### config.mk
export PLATFORM = sky130hd
export DESIGN_NAME = rxdma_engine
export DESIGN_NICKNAME = d
export VERILOG_FILES = /design/src/hw/rxdma_pkg.sv /design/src/hw/rxdma_irq.sv /design/src/hw/rxdma_engine.sv
export SDC_FILE = /design/constraint.sdc
export NUM_CORES = 1
export LEC_CHECK = 0
export ABC_AREA = 1
export BUFFER_PORTS_ARGS = -buffer_cell sky130_fd_sc_hd__buf_2
export CAP_MARGIN = 20
export CORE_MARGIN = 2
export CORE_UTILIZATION = 35
export CTS_BUF_LIST = sky130_fd_sc_hd__clkbuf_8
export CTS_CLUSTER_SIZE = 14
export DETAILED_ROUTE_END_ITERATION = 6
export GPL_TIMING_DRIVEN = 0
export PLACE_DENSITY = 0.66
export SETUP_SLACK_MARGIN = 0.5
export SLEW_MARGIN = 40
export SYNTH_ARGS = -nofsm -noshare
export SYNTH_HDL_FRONTEND = slang
export SYNTH_HIERARCHICAL = 1
export SYNTH_SLANG_ARGS = --single-unit
export TNS_END_PERCENT = 20
### constraint.sdc
create_clock -name SYS_CLK_I -period 10.75 [get_ports SYS_CLK_I]
set_input_delay 2.15 -clock SYS_CLK_I [delete_from_list [all_inputs] [get_ports SYS_CLK_I]]
set_output_delay 2.15 -clock SYS_CLK_I [all_outputs]
set_load 0.03 [all_outputs]
### src/hw/rxdma_pkg.sv
// Shared constants and types of the receive descriptor DMA engine
package rxdma_pkg;
   // Register byte offsets
   localparam logic [7:0] CMD_OFS = 8'h00;
   localparam logic [7:0] PTR_OFS = 8'h04;
   localparam logic [7:0] CFG_OFS = 8'h08;
   localparam logic [7:0] ISR_OFS = 8'h0c;
   localparam logic [7:0] IMR_OFS = 8'h10;
   localparam logic [7:0] STATE_OFS = 8'h14;
   // Command register bits
   localparam int CMD_EN_BIT = 0;
   localparam int CMD_DIS_BIT = 1;
   // Receive configuration fields and reset value
   localparam int CFG_DRAIN_LSB = 0;
   localparam int CFG_DRAIN_W = 8;
   localparam int CFG_BURST_LSB = 20;
   localparam int CFG_BURST_W = 3;
   localparam logic [31:0] CFG_RESET = 32'h0070_0020;
   localparam logic [31:0] CFG_MASK = 32'h0070_00ff;
   // Interrupt bits
   localparam int IRQ_N = 3;
   localparam int IRQ_HALT = 0;
   localparam int IRQ_OVF = 1;
   localparam int IRQ_PKT = 2;
   // Descriptor layout in host memory
   localparam logic [31:0] LINK_OFS = 32'h0000_0000;
   localparam logic [31:0] CMDSTS_OFS = 32'h0000_0004;
   localparam int LEN_W = 12;
   localparam logic [LEN_W-1:0] DESC_BYTES = 12'h00c;
   localparam logic [LEN_W-1:0] WORD_BYTES = 12'h004;
   localparam logic [LEN_W-1:0] BURST_UNIT = 12'h004;
   // Command/status word fields
   localparam int OWN_BIT = 31;
   localparam int MORE_BIT = 30;
   localparam int OK_BIT = 27;
   localparam int CRC_BIT = 20;
   localparam int FAE_BIT = 19;
   localparam int PKT_CNT_W = 8;

   typedef enum logic [2:0] {
      IDLE_STATE = 3'h0,
      DESCRIPTOR_READ_STATE = 3'h1,
      LINK_REFRESH_STATE = 3'h2,
      FIFO_WAIT_STATE = 3'h3,
      FRAGMENT_WRITE_STATE = 3'h4,
      STATUS_WRITEBACK_STATE = 3'h5,
      ADVANCE_STATE = 3'h6
   } rxdma_state_e;

   typedef enum logic [1:0] {
      KIND_DESC = 2'h0,
      KIND_LINK = 2'h1,
      KIND_FRAG = 2'h2,
      KIND_STAT = 2'h3
   } rxdma_kind_e;

   typedef struct packed {
      rxdma_kind_e kind;
      logic [31:0] addr;
      logic [LEN_W-1:0] len;
      logic [31:0] wdata;
   } rxdma_req_s;

   typedef struct packed {
      logic [31:0] link;
      logic [31:0] cmdsts;
      logic [31:0] bufptr;
   } rxdma_desc_s;

   typedef struct packed {
      logic [PKT_CNT_W-1:0] fifo_packet_count;
      logic [LEN_W-1:0] packet_bytes_in_fifo;
      logic crc_error;
      logic frame_align_error;
   } rxdma_fifo_s;
endpackage

### src/hw/rxdma_irq.sv
// Sticky interrupt status with write-one-to-clear and mask
`timescale 1ns/1ps
module rxdma_irq #(
   parameter int NEV = 3
) (
   input wire logic clk_i,
   input wire logic rst_i,
   input wire logic [NEV-1:0] event_i,
   input wire logic status_we_i,
   input wire logic mask_we_i,
   input wire logic [NEV-1:0] wdata_i,
   output logic [NEV-1:0] status_o,
   output logic [NEV-1:0] mask_o,
   output logic irq_o
);
   logic [NEV-1:0] status_reg;
   logic [NEV-1:0] status_next;
   logic [NEV-1:0] mask_reg;
   logic [NEV-1:0] mask_next;

   if (NEV < 1) begin : g_chk
      $error("rxdma_irq needs at least one event");
   end

   for (genvar i = 0; i < NEV; i++) begin : g_bit
      always_comb begin
         status_next[i] = status_reg[i];
         if (status_we_i && wdata_i[i]) begin
            status_next[i] = 1'b0;
         end
         // Set wins over a clear in the same cycle
         if (event_i[i]) begin
            status_next[i] = 1'b1;
         end
         mask_next[i] = mask_we_i ? wdata_i[i] : mask_reg[i];
      end
      always_ff @(posedge clk_i) begin
         if (rst_i) begin
            status_reg[i] <= 1'b0;
            mask_reg[i] <= 1'b0;
         end else begin
            status_reg[i] <= status_next[i];
            mask_reg[i] <= mask_next[i];
         end
      end
   end

   assign status_o = status_reg;
   assign mask_o = mask_reg;
   assign irq_o = |(status_reg & mask_reg);
endmodule

### src/hw/rxdma_engine.sv
// Receive descriptor DMA engine: descriptor walk, FIFO drain, status write-back
`timescale 1ns/1ps
module rxdma_engine #(
   parameter int BURST_FIELD_MAX = 7
) (
   input wire logic SYS_CLK_I,
   input wire logic RST_I,
   input wire logic [7:0] REG_ADDR_I,
   input wire logic [31:0] REG_WDATA_I,
   input wire logic REG_WR_I,
   input wire logic REG_RD_I,
   output logic [31:0] REG_RDATA_O,
   output logic REQ_VALID_O,
   output rxdma_pkg::rxdma_req_s REQ_O,
   input wire logic TRANSFER_COMPLETE_I,
   input rxdma_pkg::rxdma_desc_s DESC_I,
   input rxdma_pkg::rxdma_fifo_s FIFO_I,
   input wire logic RECEIVE_OVERFLOW_ERROR_I,
   output logic PKT_DONE_O,
   output logic IRQ_O
);
   localparam int LW = rxdma_pkg::LEN_W;

   if (BURST_FIELD_MAX < 0 || BURST_FIELD_MAX > 7) begin : g_chk
      $error("BURST_FIELD_MAX must lie in 0..7");
   end

   rxdma_pkg::rxdma_state_e state_reg;
   rxdma_pkg::rxdma_state_e state_next;
   logic [31:0] rx_desc_pointer_reg;
   logic [31:0] rx_desc_pointer_next;
   logic rx_desc_done_flag_reg;
   logic rx_desc_done_flag_next;
   logic receive_enable_bit_reg;
   logic receive_enable_bit_next;
   logic [31:0] receive_config_reg;
   logic [31:0] receive_config_next;
   logic [31:0] link_reg;
   logic [31:0] link_next;
   logic [31:0] fragment_pointer_reg;
   logic [31:0] fragment_pointer_next;
   logic [LW-1:0] descriptor_byte_count_reg;
   logic [LW-1:0] descriptor_byte_count_next;
   logic [LW-1:0] written_reg;
   logic [LW-1:0] written_next;
   rxdma_pkg::rxdma_req_s req_reg;
   rxdma_pkg::rxdma_req_s req_next;
   logic pkt_done_reg;
   logic pkt_done_next;
   logic [31:0] rdata_reg;
   logic [31:0] rdata_next;

   logic [rxdma_pkg::IRQ_N-1:0] events;
   logic [rxdma_pkg::IRQ_N-1:0] interrupt_status_reg;
   logic [rxdma_pkg::IRQ_N-1:0] irq_mask;
   logic wr_cmd;
   logic wr_ptr;
   logic [rxdma_pkg::CFG_BURST_W-1:0] max_burst_field;
   logic [rxdma_pkg::CFG_DRAIN_W-1:0] drain_level;
   logic [LW-1:0] burst_bytes;
   logic [LW-1:0] desc_len;
   logic [LW-1:0] xfer_len;
   logic [LW-1:0] pkt_bytes;
   logic drain_condition;
   logic final_c;
   logic more_c;
   logic go_frag;
   logic [31:0] final_word;
   logic [31:0] more_word;

   assign wr_cmd = REG_WR_I && (REG_ADDR_I == rxdma_pkg::CMD_OFS);
   assign wr_ptr = REG_WR_I && (REG_ADDR_I == rxdma_pkg::PTR_OFS);
   assign max_burst_field = receive_config_reg[rxdma_pkg::CFG_BURST_LSB +: rxdma_pkg::CFG_BURST_W];
   assign drain_level = receive_config_reg[rxdma_pkg::CFG_DRAIN_LSB +: rxdma_pkg::CFG_DRAIN_W];
   assign burst_bytes = LW'(rxdma_pkg::BURST_UNIT << max_burst_field);
   assign desc_len = (burst_bytes < rxdma_pkg::DESC_BYTES) ? burst_bytes : rxdma_pkg::DESC_BYTES;
   assign pkt_bytes = FIFO_I.packet_bytes_in_fifo;
   assign xfer_len = (pkt_bytes < descriptor_byte_count_reg) ? pkt_bytes : descriptor_byte_count_reg;
   assign drain_condition = (FIFO_I.fifo_packet_count != '0) ||
                            (pkt_bytes > LW'(drain_level));
   assign final_c = (pkt_bytes == '0) && (FIFO_I.fifo_packet_count != '0);
   assign more_c = (descriptor_byte_count_reg == '0) && (pkt_bytes != '0);
   assign go_frag = drain_condition && (pkt_bytes != '0) && (descriptor_byte_count_reg != '0);

   always_comb begin
      final_word = '0;
      final_word[rxdma_pkg::OWN_BIT] = 1'b1;
      final_word[rxdma_pkg::CRC_BIT] = FIFO_I.crc_error;
      final_word[rxdma_pkg::FAE_BIT] = FIFO_I.frame_align_error;
      final_word[rxdma_pkg::OK_BIT] = !FIFO_I.crc_error && !FIFO_I.frame_align_error;
      final_word[LW-1:0] = written_reg;
      more_word = '0;
      more_word[rxdma_pkg::OWN_BIT] = 1'b1;
      more_word[rxdma_pkg::MORE_BIT] = 1'b1;
      more_word[LW-1:0] = written_reg;
   end

   always_comb begin
      state_next = state_reg;
      rx_desc_pointer_next = rx_desc_pointer_reg;
      rx_desc_done_flag_next = rx_desc_done_flag_reg;
      receive_enable_bit_next = receive_enable_bit_reg;
      receive_config_next = receive_config_reg;
      link_next = link_reg;
      fragment_pointer_next = fragment_pointer_reg;
      descriptor_byte_count_next = descriptor_byte_count_reg;
      written_next = written_reg;
      req_next = req_reg;
      pkt_done_next = 1'b0;
      events = '0;
      events[rxdma_pkg::IRQ_OVF] = RECEIVE_OVERFLOW_ERROR_I;
      unique case (state_reg)
         rxdma_pkg::IDLE_STATE: begin
            if (receive_enable_bit_reg && !rx_desc_done_flag_reg) begin
               req_next.kind = rxdma_pkg::KIND_DESC;
               req_next.addr = rx_desc_pointer_reg;
               req_next.len = desc_len;
               req_next.wdata = '0;
               state_next = rxdma_pkg::DESCRIPTOR_READ_STATE;
            end else if (receive_enable_bit_reg) begin
               req_next.kind = rxdma_pkg::KIND_LINK;
               req_next.addr = rx_desc_pointer_reg + rxdma_pkg::LINK_OFS;
               req_next.len = rxdma_pkg::WORD_BYTES;
               req_next.wdata = '0;
               state_next = rxdma_pkg::LINK_REFRESH_STATE;
            end
         end
         rxdma_pkg::LINK_REFRESH_STATE: begin
            if (TRANSFER_COMPLETE_I) begin
               link_next = DESC_I.link;
               state_next = rxdma_pkg::ADVANCE_STATE;
            end
         end
         rxdma_pkg::DESCRIPTOR_READ_STATE: begin
            if (TRANSFER_COMPLETE_I) begin
               link_next = DESC_I.link;
               fragment_pointer_next = DESC_I.bufptr;
               descriptor_byte_count_next = DESC_I.cmdsts[LW-1:0];
               written_next = '0;
               if (DESC_I.cmdsts[rxdma_pkg::OWN_BIT]) begin
                  events[rxdma_pkg::IRQ_HALT] = 1'b1;
                  receive_enable_bit_next = 1'b0;
                  state_next = rxdma_pkg::IDLE_STATE;
               end else begin
                  state_next = rxdma_pkg::FIFO_WAIT_STATE;
               end
            end
         end
         rxdma_pkg::FIFO_WAIT_STATE: begin
            if (final_c) begin
               req_next.kind = rxdma_pkg::KIND_STAT;
               req_next.addr = rx_desc_pointer_reg + rxdma_pkg::CMDSTS_OFS;
               req_next.len = rxdma_pkg::WORD_BYTES;
               req_next.wdata = final_word;
               pkt_done_next = 1'b1;
               events[rxdma_pkg::IRQ_PKT] = 1'b1;
               state_next = rxdma_pkg::STATUS_WRITEBACK_STATE;
            end else if (more_c) begin
               req_next.kind = rxdma_pkg::KIND_STAT;
               req_next.addr = rx_desc_pointer_reg + rxdma_pkg::CMDSTS_OFS;
               req_next.len = rxdma_pkg::WORD_BYTES;
               req_next.wdata = more_word;
               state_next = rxdma_pkg::STATUS_WRITEBACK_STATE;
            end else if (go_frag) begin
               req_next.kind = rxdma_pkg::KIND_FRAG;
               req_next.addr = fragment_pointer_reg;
               req_next.len = xfer_len;
               req_next.wdata = '0;
               descriptor_byte_count_next = descriptor_byte_count_reg - xfer_len;
               fragment_pointer_next = fragment_pointer_reg + 32'(xfer_len);
               written_next = written_reg + xfer_len;
               state_next = rxdma_pkg::FRAGMENT_WRITE_STATE;
            end
         end
         rxdma_pkg::FRAGMENT_WRITE_STATE: begin
            if (TRANSFER_COMPLETE_I) begin
               state_next = rxdma_pkg::FIFO_WAIT_STATE;
            end
         end
         rxdma_pkg::STATUS_WRITEBACK_STATE: begin
            if (TRANSFER_COMPLETE_I) begin
               state_next = rxdma_pkg::ADVANCE_STATE;
            end
         end
         rxdma_pkg::ADVANCE_STATE: begin
            if (link_reg != '0) begin
               rx_desc_pointer_next = link_reg;
               rx_desc_done_flag_next = 1'b0;
               req_next.kind = rxdma_pkg::KIND_DESC;
               req_next.addr = link_reg;
               req_next.len = desc_len;
               req_next.wdata = '0;
               state_next = rxdma_pkg::DESCRIPTOR_READ_STATE;
            end else begin
               rx_desc_done_flag_next = 1'b1;
               events[rxdma_pkg::IRQ_HALT] = 1'b1;
               receive_enable_bit_next = 1'b0;
               state_next = rxdma_pkg::IDLE_STATE;
            end
         end
         default: begin
            state_next = rxdma_pkg::IDLE_STATE;
         end
      endcase
      // Software writes; an enable written in the halt cycle wins
      if (wr_cmd && REG_WDATA_I[rxdma_pkg::CMD_DIS_BIT]) begin
         receive_enable_bit_next = 1'b0;
      end else if (wr_cmd && REG_WDATA_I[rxdma_pkg::CMD_EN_BIT]) begin
         receive_enable_bit_next = 1'b1;
      end
      if (wr_ptr) begin
         rx_desc_pointer_next = REG_WDATA_I;
         rx_desc_done_flag_next = 1'b0;
      end
      if (REG_WR_I && (REG_ADDR_I == rxdma_pkg::CFG_OFS)) begin
         receive_config_next = REG_WDATA_I & rxdma_pkg::CFG_MASK;
      end
   end

   always_comb begin
      rdata_next = '0;
      if (REG_RD_I) begin
         unique case (REG_ADDR_I)
            rxdma_pkg::CMD_OFS: rdata_next[rxdma_pkg::CMD_EN_BIT] = receive_enable_bit_reg;
            rxdma_pkg::PTR_OFS: rdata_next = rx_desc_pointer_reg;
            rxdma_pkg::CFG_OFS: rdata_next = receive_config_reg;
            rxdma_pkg::ISR_OFS: rdata_next[rxdma_pkg::IRQ_N-1:0] = interrupt_status_reg;
            rxdma_pkg::IMR_OFS: rdata_next[rxdma_pkg::IRQ_N-1:0] = irq_mask;
            rxdma_pkg::STATE_OFS: rdata_next[3:0] = {rx_desc_done_flag_reg, state_reg};
            default: rdata_next = '0;
         endcase
      end
   end

   always_ff @(posedge SYS_CLK_I) begin
      if (RST_I) begin
         state_reg <= rxdma_pkg::IDLE_STATE;
         rx_desc_pointer_reg <= '0;
         rx_desc_done_flag_reg <= 1'b0;
         receive_enable_bit_reg <= 1'b0;
         receive_config_reg <= rxdma_pkg::CFG_RESET;
         link_reg <= '0;
         fragment_pointer_reg <= '0;
         descriptor_byte_count_reg <= '0;
         written_reg <= '0;
         req_reg <= '0;
         pkt_done_reg <= 1'b0;
         rdata_reg <= '0;
      end else begin
         state_reg <= state_next;
         rx_desc_pointer_reg <= rx_desc_pointer_next;
         rx_desc_done_flag_reg <= rx_desc_done_flag_next;
         receive_enable_bit_reg <= receive_enable_bit_next;
         receive_config_reg <= receive_config_next;
         link_reg <= link_next;
         fragment_pointer_reg <= fragment_pointer_next;
         descriptor_byte_count_reg <= descriptor_byte_count_next;
         written_reg <= written_next;
         req_reg <= req_next;
         pkt_done_reg <= pkt_done_next;
         rdata_reg <= rdata_next;
      end
   end

   rxdma_irq #(
      .NEV(rxdma_pkg::IRQ_N)
   ) u_irq (
      .clk_i(SYS_CLK_I),
      .rst_i(RST_I),
      .event_i(events),
      .status_we_i(REG_WR_I && (REG_ADDR_I == rxdma_pkg::ISR_OFS)),
      .mask_we_i(REG_WR_I && (REG_ADDR_I == rxdma_pkg::IMR_OFS)),
      .wdata_i(REG_WDATA_I[rxdma_pkg::IRQ_N-1:0]),
      .status_o(interrupt_status_reg),
      .mask_o(irq_mask),
      .irq_o(IRQ_O)
   );

   assign REQ_VALID_O = (state_reg == rxdma_pkg::DESCRIPTOR_READ_STATE) ||
                        (state_reg == rxdma_pkg::LINK_REFRESH_STATE) ||
                        (state_reg == rxdma_pkg::FRAGMENT_WRITE_STATE) ||
                        (state_reg == rxdma_pkg::STATUS_WRITEBACK_STATE);
   assign REQ_O = req_reg;
   assign PKT_DONE_O = pkt_done_reg;
   assign REG_RDATA_O = rdata_reg;
endmodule

# After elaboration in Yosys (flattened, before gate mapping)
# Cells that the tools add are included.
dict set report word_totals {
  rom_bits 0
  ramBits 0
  latchBits 0
  word_cells 164
  mem_count 0
  in_bits 164
  out_inout_bits 113
  reg_bits 253
}
dict set report op_classes {
  n_mux 59
  reduce_logical 51
  div_mod_pow 0
  n_mul 0
  n_addsub 4
  bitwise 2
  shift 1
  order_cmp 3
  n_eq_ne 23
}
# cell n
set op_table {}
lappend op_table {{$mux 78} 6}
lappend op_table {{$pmux 78 s3} 1}
lappend op_table {{$mux 32} 7}
lappend op_table {{$mux 12} 10}
lappend op_table {{$pmux 32 s2} 1}
lappend op_table {{$pmux 28 s2} 1}
lappend op_table {{$pmux 12 s2} 2}
lappend op_table {{$add 32x12->32} 1}
lappend op_table {{$add 32x3->32 const B} 1}
lappend op_table {{$reduce_bool 32->1} 1}
lappend op_table {{$logic_not 12->1} 2}
lappend op_table {{$mux 3} 8}
lappend op_table {{$reduce_bool 12->1} 2}
lappend op_table {{$pmux 3 s6} 1}
lappend op_table {{$eq 8x4->1 const B} 2}
lappend op_table {{$eq 8x5->1 const B} 2}
lappend op_table {{$logic_and 1x1->1} 16}
lappend op_table {{$mux 1} 16}
lappend op_table {{$add 12x12->12} 1}
lappend op_table {{$gt 12x8->1} 1}
lappend op_table {{$lt 12x12->1} 1}
lappend op_table {{$lt 12x4->1 const B} 1}
lappend op_table {{$ne 2x2->1 const B} 6}
lappend op_table {{$ne 3x3->1 const B} 4}
lappend op_table {{other kinds (27)} 49}

# Longest topological paths before layout
# Gate-level depths: netlist (run 1).
dict set report logic_depth {
  ltp_word 8
  mapped_depth 26
  ltp_nobuf 25
}

# Modules after synthesis
# The synthesis (run 1) kept the hierarchy.
# module area_each_um2 n_inst seq_area_each_um2 cells_per_inst
set modules_own_cells {}
lappend modules_own_cells {rxdma_engine 14158.6 1 4644.5 2249}
lappend modules_own_cells {rxdma_irq 226.5 1 120.1 32}

# Worst setup path after synthesis (run 1)
# No wires, ideal clock.
dict set report synth_path {
  path_kind {in2reg}
  start {input port FIFO_I[13] in the netlist's numbering}
  end {register fragment_pointer_reg[30]}
  setup_ns 0.132
  required_time_ns 10.618
  stages 24
  setup_slack_ns 5.498
  n_path_buf 1
  arrival_time_ns 5.120
  cell_sequence {ha_1 > nand2_1 > inv_1 > nand2_1 > nand2_1 > a21oi_1 > nand2_1 > clkbuf_1 > nand2_1 > o21ai_0 > inv_1 > ha_1 > inv_1 > fa_1 > o21ai_0 > nand2_1 > nand2_1 > nand2_1 > nand2_1 > nand2_1 > nand2_1 > nand3_1 > nand3_1 > a21oi_1}
}
dict set report synth_between {
  elab_chain_len 7
  elab_cells_between_ends 19
  classes_between {add/sub: 1; order compare: 2; eq/ne: 3; mux: 5; reduce/logical: 8}
}
# item line
set synth_lines {}
lappend synth_lines {{start, declared} rxdma_engine.sv:17} ;# input rxdma_pkg::rxdma_fifo_s FIFO_I,
lappend synth_lines {{$lt 12x12->1} rxdma_engine.sv:78} ;# assign xfer_len = (pkt_bytes < descriptor_byte_count_reg) ? pkt_bytes : descriptor_byte_count_reg;
lappend synth_lines {{$mux 12} rxdma_engine.sv:78}
lappend synth_lines {{$add 32x12->32} rxdma_engine.sv:170} ;# fragment_pointer_next = fragment_pointer_reg + 32'(xfer_len);
lappend synth_lines {{$mux 32} rxdma_engine.sv:164} ;# end else if (go_frag) begin
lappend synth_lines {{$mux 32} rxdma_engine.sv:158} ;# end else if (more_c) begin
lappend synth_lines {{$mux 32} rxdma_engine.sv:150} ;# if (final_c) begin
lappend synth_lines {{$pmux 32 s2} rxdma_engine.sv:112} ;# unique case (state_reg)
lappend synth_lines {{end signal, assigned} rxdma_engine.sv:256} ;# fragment_pointer_reg <= fragment_pointer_next;
lappend synth_lines {{end, declared} rxdma_engine.sv:40} ;# logic [31:0] fragment_pointer_reg;
# Several ways; a longest one is shown, not always the timed one. The select of a mux whose other input is x is not followed.
# A chain may end at the register's enable or synchronous reset.

# Worst setup path after layout (run 1)
dict set report layout_path {
  start {input port FIFO_I[13] in the netlist's numbering}
  end {register fragment_pointer_reg[20]}
}
# The elaborated chain is that of the path after synthesis.

==> metrics.md, run 1 <==
| Metric | Value |
|---|---|
| Outcome | `complete, no violations` |
| Post-CTS Hold Buffers | `0` |
| Async SR Flop Fraction | `0` |
| Total negative slack | `0 ns` |
| Largest net degree at the start of global routing | `13` |
| Period utilization | `0.5649` |
| IO Count | `277` |
| DR iter-0 viols | `1574` |
| Commonest non-fill, non-tap cells in the layout | `nand2_1 (609), inv_1 (267), buf_2 (250)` |
| Routed Wire Length | `64.09 mm` |
| Worst VDD drop | `0.09676 mV` |
| Fin. Hold Viols | `0` |
| Ys flop type | `dfxtp_1` |
| Slew Viols, Final | `0` |
| Global route overflow | `0` |
| Max Cap Viol | `0` |
| Die Width | `206.7 µm` |
| IO Port Bufs | `242` |
| Post-CTS sizing | `0` |
| Worst hold-check path type | `flip-flop to flip-flop` |
| Slew HR | `0.4048` |
| Site Rows | `74` |
| RePlAce Congestion | `0.9887` |
| Leakage | `7.778 nW` |
| CTS tree | `done` |
| Finished Core Util | `0.4250` |
| Antenna Violating Nets Remaining | `0` |
| Die height | `206.7 µm` |
| Initial Util | `0.3531` |
| Num Clock Sinks | `238` |
| Worst-Margin Slew | `0.8835 ns` |
| Die area | `0.04274 mm²` |
| Share of cells above drive strength 1 | `0.1444` |
| Post-synthesis sequential area ratio | `0.3312` |
| Count of different cell masters after synthesis | `44` |
| TritonCTS buffer count | `44` |
| Overall routing resource usage | `0.2946` |
| Vias in the first global route | `15380` |
| Post-route clock skew | `0.04341 ns` |
| Mapped Cells | `2281` |
| CP Capture Type | `flip-flop` |
| Critical path type | `primary input to flip-flop` |
| Commonest non-fill, non-tap cell in the layout | `nand2_1` |
| Global-route wire length before repair | `93.48 mm` |
| Syn-to-layout area delta | `20.37%` |
| WP data required | `11.30 ns` |
| Period minus WS final | `6.073 ns` |
| Initial antenna violation count | `1` |
| Power Density | `216.5 mW/mm²` |
| CP Max Fanout | `10` |
| Nets | `2804` |
| Peak Freq | `164.7 MHz` |
| Power Total | `3.749 mW` |
| RSZ-0062 raised after global routing | `false` |
| Number of vias per cell | `5.354` |
| Clock root buffer | `clkbuf_8` |
| Worst R2R Setup Slack | `5.81 ns` |
| Synthesized area | `0.01439 mm²` |
| Core footprint | `0.04074 mm²` |
| Antenna fix cells | `0` |
| H-tree levels | `2` |
| Maximum root-to-sink buffer count | `3` |
| Yosys warns | `6` |
| Worst skew pair latency | `0.64 ns` |
| Via count | `16860` |
| Largest register FFs | `63` |
| Register bit count reported by yosys | `238` |
| Wire per inst | `20.35 µm` |
| Detailed placement HPWL | `51.60 mm` |
| Critical path launch point type | `primary input` |
| Post-synth EDFFs | `0` |
| Mean instance size in the synthesized netlist | `6.306 µm²` |
| Postcts setup bufs | `0` |
| Worst hold slack | `0.4596 ns` |
| CP Data Arrival Time | `6.62 ns` |
| DRC viols | `0` |
| DR pass1 iterations | `6` |
| # setup viols final | `0` |
| Clock slew at reported path FFs | `0.06 ns` |
-- cell usage after synthesis (2+ instances only) --
library cell	number	share of area
a31oi_1	32	0.014
xor2_1	10	0.0061
buf_1	9	0.0023
a21o_1	4	0.0021
nand4_1	48	0.021
nand2_1	609	0.16
o21ai_0	164	0.057
o21bai_1	4	0.0021
buf_4	15	0.0078
ha_1	54	0.047
o21a_1	10	0.0052
xnor2_1	5	0.0030
or2_2	25	0.011
inv_1	258	0.067
and2_1	2	0.00087
inv_2	6	0.0016
nand3_1	196	0.068
nand3b_1	9	0.0047
o22ai_1	21	0.0091
a211oi_1	4	0.0021
clkinv_1	2	0.00052
o31ai_1	2	0.0010
nor2_1	220	0.057
mux2i_1	6	0.0042
a21oi_1	150	0.052
o211ai_1	7	0.0037
a21boi_0	3	0.0016
nor3_1	63	0.022
dfxtp_1	238	0.33
buf_2	8	0.0028
fa_1	3	0.0042
clkbuf_1	82	0.021
-- worst paths after layout --
| path | cells after the start | endpoint | startpoint |
|---|---|---|---|
| max | 21 | fragment_pointer_reg[20]$_SDFFE_PP0P_ | FIFO_I[13] |
| min | 2 | REQ_O[3]$_SDFFE_PP0P_ | REQ_O[3]$_SDFFE_PP0P_ |
| max reg2reg | 21 | fragment_pointer_reg[20]$_SDFFE_PP0P_ | descriptor_byte_count_reg[11]$_SDFFE_PP0P_ |
| min reg2reg | 2 | REQ_O[3]$_SDFFE_PP0P_ | REQ_O[3]$_SDFFE_PP0P_ |
-- logic make-up after synthesis --
kind of cell | Yosys count | synth area share
simple gates | 1179 | 0.3481
compound gates | 405 | 0.1522
buf+inv | 380 | 0.1038
flops | 238 | 0.3312
fa+ha+maj | 57 | 0.05114
xor+xnor | 15 | 0.009132
mux | 6 | 0.004175
other cells | 1 | 0.0002607
-- report_power, final --
group / switching [mW] / internal, mW / leakage, nW / total (mW)
clock network: 0.436 / 0.563 / 0.555 / 0.999
registers: 0.184 / 1.03 / 1.93 / 1.22
logic: 1.06 / 0.473 / 5.29 / 1.53
-- critical path, cell delays in order --
cell and delay [ns]:
buf_2 0.14, ha_1 0.31, nand2_1 0.08, nor2_1 0.22, nand2_1 0.08, nor2_1 0.10
nand2_1 0.19, nand2_1 0.21, clkbuf_1 0.45, o21ai_0 0.17, inv_1 0.24, ha_1 0.23
inv_1 0.07, fa_1 0.44, o21ai_0 0.51, nand3_1 0.14, nand3b_1 0.27, nand2_1 0.18
o21ai_0 0.18, o211ai_1 0.11, a21oi_1 0.15
-- area by class of cell --
class / count / area [µm²]
clock buffers: 55 / 757.0
flip-flops and latches: 238 / 4765
clock inverters: 26 / 231.5
plain buffers: 114 / 496.7
fillers: 4443 / 23420
well taps: 532 / 665.6
repair buffers: 242 / 1211
inverters: 266 / 998.5
multi-input cells: 1677 / 8190
-- per-stage QoR --
stage | instance area, µm² | setup WS (ns) | cells
after global placement | 16310 | 4.198 | 3069
final | 17320 | 4.677 | 3150
after global routing | 17320 | 4.505 | 3150
after detailed placement | 16320 | 4.188 | 3069
after floorplan | 14440 | 5.498 | 2295
after CTS | 17310 | 4.817 | 3150
-- layer usage --
| metal | wire length [µm] | GRT usage |
|---|---|---|
| met2 | 26850 | 0.4394 |
| met1 | 28830 | 0.4220 |
| met5 | 7 | 0 |
| met4 | 2271 | 0.1044 |
| met3 | 6136 | 0.05542 |
No activity file was read; power rests on OpenSTA's default activity.
==> inputs of run 2 (changes only) <==
--- a/config.mk
+++ b/config.mk
@@ -5,7 +5,7 @@
 export SDC_FILE = /design/constraint.sdc
 export NUM_CORES = 1
 export LEC_CHECK = 0
-export ABC_AREA = 1
+export ABC_AREA = 0
 export BUFFER_PORTS_ARGS = -buffer_cell sky130_fd_sc_hd__buf_2
 export CAP_MARGIN = 20
 export CORE_MARGIN = 2
==> constraint.sdc (replaced) <==
create_clock -name SYS_CLK_I -period 6.15 [get_ports SYS_CLK_I]
set_input_delay 1.23 -clock SYS_CLK_I [delete_from_list [all_inputs] [get_ports SYS_CLK_I]]
set_output_delay 1.23 -clock SYS_CLK_I [all_outputs]
set_load 0.03 [all_outputs]
==> run 2 against run 1 <==
  * The run now ends with DRC left
  * Core utilization rose by 0.39 points
  * Non-clock buffer count rose by 11
  * Combinational power fell by 83%
  * Synthesized cell count fell by 28%
  * Clock power rose by 51%
  * Cell count fell by 21%
  * Wire length fell by 13%
  * Critical endpoint is now fragment_pointer_reg[25]$_SDFFE_PP0P_
==> metrics.md, run 2 <==
| Metric | Value |
|---|---|
| Core footprint | `0.03749 mm² (-8.0%)` |
| Leakage | `6.459 nW (-17%)` |
| Overall routing resource usage | `0.2748 (-0.01974)` |
| Area of the multi-input gates | `0.007752 mm² (-5.3%)` |
| Die height | `198.5 µm (-4.0%)` |
| Finished Layout Cells | `2487 (-21%)` |
| Commonest non-fill, non-tap cell in the layout | `buf_2` |
| Register area | `0.004765 mm² (unchanged)` |
| Initial Util | `0.3531 (about the same)` |
| Worst VDD drop | `0.1050 mV (+8.5%)` |
| Outcome | `complete, but fails checks` |
| Antenna Violating Nets Remaining | `0 (unchanged)` |
| Initial antenna violation count | `6 (+5)` |
| Final instance area | `0.01608 mm² (-7.1%)` |
| # setup viols final | `0 (unchanged)` |
| Slew HR | `0.4040 (-0.0007810)` |
| Post-synth EDFFs | `0 (unchanged)` |
| Largest stage delay, worst path | `0.43 ns (-0.08 ns)` |
| Top post-synthesis cells by count | `dfxtp_1 (238), nand2_1 (215), nor2_1 (209), a21oi_1 (140), clkbuf_1 (70)` |
| Setup WS pre-CTS | `-0.4319 ns (-4.620 ns)` |
| Yosys warns | `6 (unchanged)` |
| Routed Wire Length | `55.58 mm (-13%)` |
| Slew Viols, Final | `0 (unchanged)` |
| Post-route clock skew | `0.02846 ns (-0.01495 ns)` |
| Post-place instance area | `0.01514 mm² (-7.2%)` |
| Synth top area share | `0.3599 (+0.02867)` |
| Post-synthesis sequential area ratio | `0.3599 (+0.02867)` |
| Syn-to-layout area delta | `21.47%` |
| Power Density | `205.8 mW/mm² (-4.9%)` |
| Count of different cell masters after synthesis | `87 (+98%)` |
| Post-Place Cells | `2402 (-22%)` |
| Die area | `0.03940 mm² (-7.8%)` |
| Final worst slack | `0.8101 ns (-3.867 ns)` |
| Peak Freq | `187.3 MHz` |
| Global route overflow | `0 (unchanged)` |
| CTS tree | `done` |
| Mean instance size in the synthesized netlist | `8.087 µm² (+28%)` |
| Clock slew at reported path FFs | `0.06 ns (about the same)` |
| Share of cells above drive strength 1 | `0.2129 (+0.06849)` |
| Detailed placement HPWL | `42.56 mm (-18%)` |
| Number of vias per cell | `5.689 (+6.3%)` |
| CP Capture Type | `flip-flop` |
| Ys flop type | `dfxtp_1` |
| Crit path buffers/inverters | `3 (-1)` |
| Period minus WS final | `5.340 ns` |
| Worst path slowest cell | `a2111oi_2` |
| Most used cell, CP | `ha_1` |
| Maximum root-to-sink buffer count | `3 (unchanged)` |
| Fin. Hold Viols | `0 (unchanged)` |
| IO Count | `277 (unchanged)` |
| Nets | `2161 (-23%)` |
| Period utilization | `0.8683` |
| H-tree levels | `2 (unchanged)` |
| Worst skew pair latency | `0.60 ns (-0.04 ns)` |
| Delay-heaviest family, CP | `compound AO/OA/AOI/OAI gates` |
| Commonest non-fill, non-tap cells in the layout | `buf_2 (255), dfxtp_1 (238), nand2_1 (215)` |
| Finished Core Util | `0.4290 (+0.003946)` |
| Worst hold-check path type | `flip-flop to flip-flop` |
| CP Data Arrival Time | `5.84 ns (-0.78 ns)` |
| Main area contributors after synthesis | `dfxtp_1 (36%), nand2_1 (6.1%), nor2_1 (5.9%), a21oi_1 (5.3%), ha_1 (5.1%)` |
| CP Max Fanout | `10 (unchanged)` |
| Violated checks | `DRC` |
| Site Rows | `71 (-4.1%)` |
| DRC viols | `1 (+1)` |
| DR pass1 iterations | `7 (+1)` |
| Critical path type | `primary input to flip-flop` |
| Critical path launch point type | `primary input` |
| Synthesized area | `0.01324 mm² (-8.0%)` |
| IO Port Bufs | `240 (-0.83%)` |
| DR iter-0 viols | `1362 (-13%)` |
| Post-CTS Hold Buffers | `0 (unchanged)` |
| Register bit count reported by yosys | `238 (unchanged)` |
| Clock root buffer | `clkbuf_8` |
| Worst-Margin Slew | `0.8931 ns (+0.009548 ns)` |
| Critical path cell sequence | `buf_2 > ha_1 > and4_1 > a41o_1 > a31oi_2 > nand2_1 > a31oi_4 > buf_6 > mux2i_4 > inv_1 > ha_1 > a211oi_1 > o21ai_1 > a2111oi_2 > nor3_2 > o21a_1 > and3_1 > mux2i_1 > a221oi_2` |
| WP data required | `6.65 ns (-4.65 ns)` |
| Die Width | `198.5 µm (-4.0%)` |
| Mapped Cells | `1637 (-28%)` |
| Power Total | `3.310 mW (-12%)` |
| Via count | `14150 (-16%)` |
| Vias in the first global route | `13310 (-13%)` |
| # fillers | `3891 (-12%)` |
| Async SR Flop Fraction | `0 (unchanged)` |
| RSZ-0062 raised after global routing | `true` |
| Synth area leader | `dfxtp_1` |
| Largest net degree at the start of global routing | `13 (unchanged)` |
| Global-route wire length before repair | `80.90 mm (-13%)` |
| RePlAce Congestion | `0.9534 (-3.6%)` |
| TritonCTS buffer count | `43 (-2.3%)` |
| Num Clock Sinks | `238 (unchanged)` |
| Max Cap Viol | `0 (unchanged)` |
| Most frequent cell after synthesis | `dfxtp_1` |
| Wire per inst | `22.35 µm (+9.8%)` |
| Largest register FFs | `63 (unchanged)` |
==> run 2: changes by cell type in the layout (fill, tap and decap cells not counted), sizes merged, moves of 26 or more <==
cell and delta:
a211oi +70, a22oi +39, and2 +26, inv -203
nand2 -395, nand3 -169, nand4 -36, nor3 -28
nor4 +26, o21ai -118
==> run 2: repair_timing <==
item / CTS / global route
pin swaps: 0 / 1
resized for setup: 5 / 4
gates cloned: 0 / 0
setup endpoints to repair: 23 / 26
buffers inserted: 0 / 3
==> run 2: tightest hold or removal path: stages (launching register included) <==
cell	delay, ns
dfxtp_1	0.31
nand2_1	0.05
a21oi_1	0.05
==> run 2: worst paths after layout <==
path	start	endpoint	slack (ns)	cells past startpoint
max	FIFO_I[8]	fragment_pointer_reg[25]$_SDFFE_PP0P_	0.81	19
min reg2reg	REQ_O[77]$_SDFFE_PP0P_	REQ_O[77]$_SDFFE_PP0P_	0.46	2
min	REQ_O[77]$_SDFFE_PP0P_	REQ_O[77]$_SDFFE_PP0P_	0.46	2
max reg2reg	descriptor_byte_count_reg[6]$_SDFFE_PP0P_	fragment_pointer_reg[25]$_SDFFE_PP0P_	1.11	19
==> run 2: metal layers <==
layer / part of all wire / vias to the layer above / track usage
met5: 0.00063 / - / 0
met1: 0.41 / 6790 / 0.3545
met3: 0.087 / 138 / 0.05443
met4: 0.044 / 6 / 0.1296
li1: - / 6517 / -
met2: 0.45 / 698 / 0.4413
==> run 2: final cells by class <==
cell class                      count  share of cell area
Sequential cell                   238              0.2963
Multi-Input combinational cell   1238              0.4821
Clock inverter                     28            0.009881
Antenna cell                        3           0.0004668
Tap cell                          511             0.03976
Clock buffer                       50             0.04279
Timing Repair Buffer              244             0.07656
Buffer                            123             0.04007
Inverter                           52             0.01214
==> run 2: cell families (layout without fill, tap and decap cells) <==
| group | count (synthesis) | in the layout | synth area share |
|---|---|---|---|
| compound gates | 465 | 465 | 0.2512 |
| xor+xnor | 40 | 40 | 0.02646 |
| fa+ha+maj | 57 | 57 | 0.05557 |
| buf+inv | 175 | 497 | 0.06266 |
| flops | 238 | 238 | 0.3599 |
| mux | 33 | 33 | 0.02608 |
| other cells | 1 | 18 | 0.0002833 |
| simple gates | 628 | 628 | 0.2178 |
==> run 2: through the flow <==
stage          setup TNS [ns]  hold WS [ns]
5_1_grt                     0        0.4950
3_3_place_gp           -7.460        0.4501
6_report                    0        0.4633
2_1_floorplan               0        0.4444
3_5_place_dp           -7.598        0.4568
4_1_cts                     0        0.4653
==> run 2: where the power goes <==
part           internal, mW  total, mW  switching (mW)
Sequential             1.54       1.55         0.00230
Combinational        0.0984      0.257           0.159
Clock                 0.787       1.51           0.720
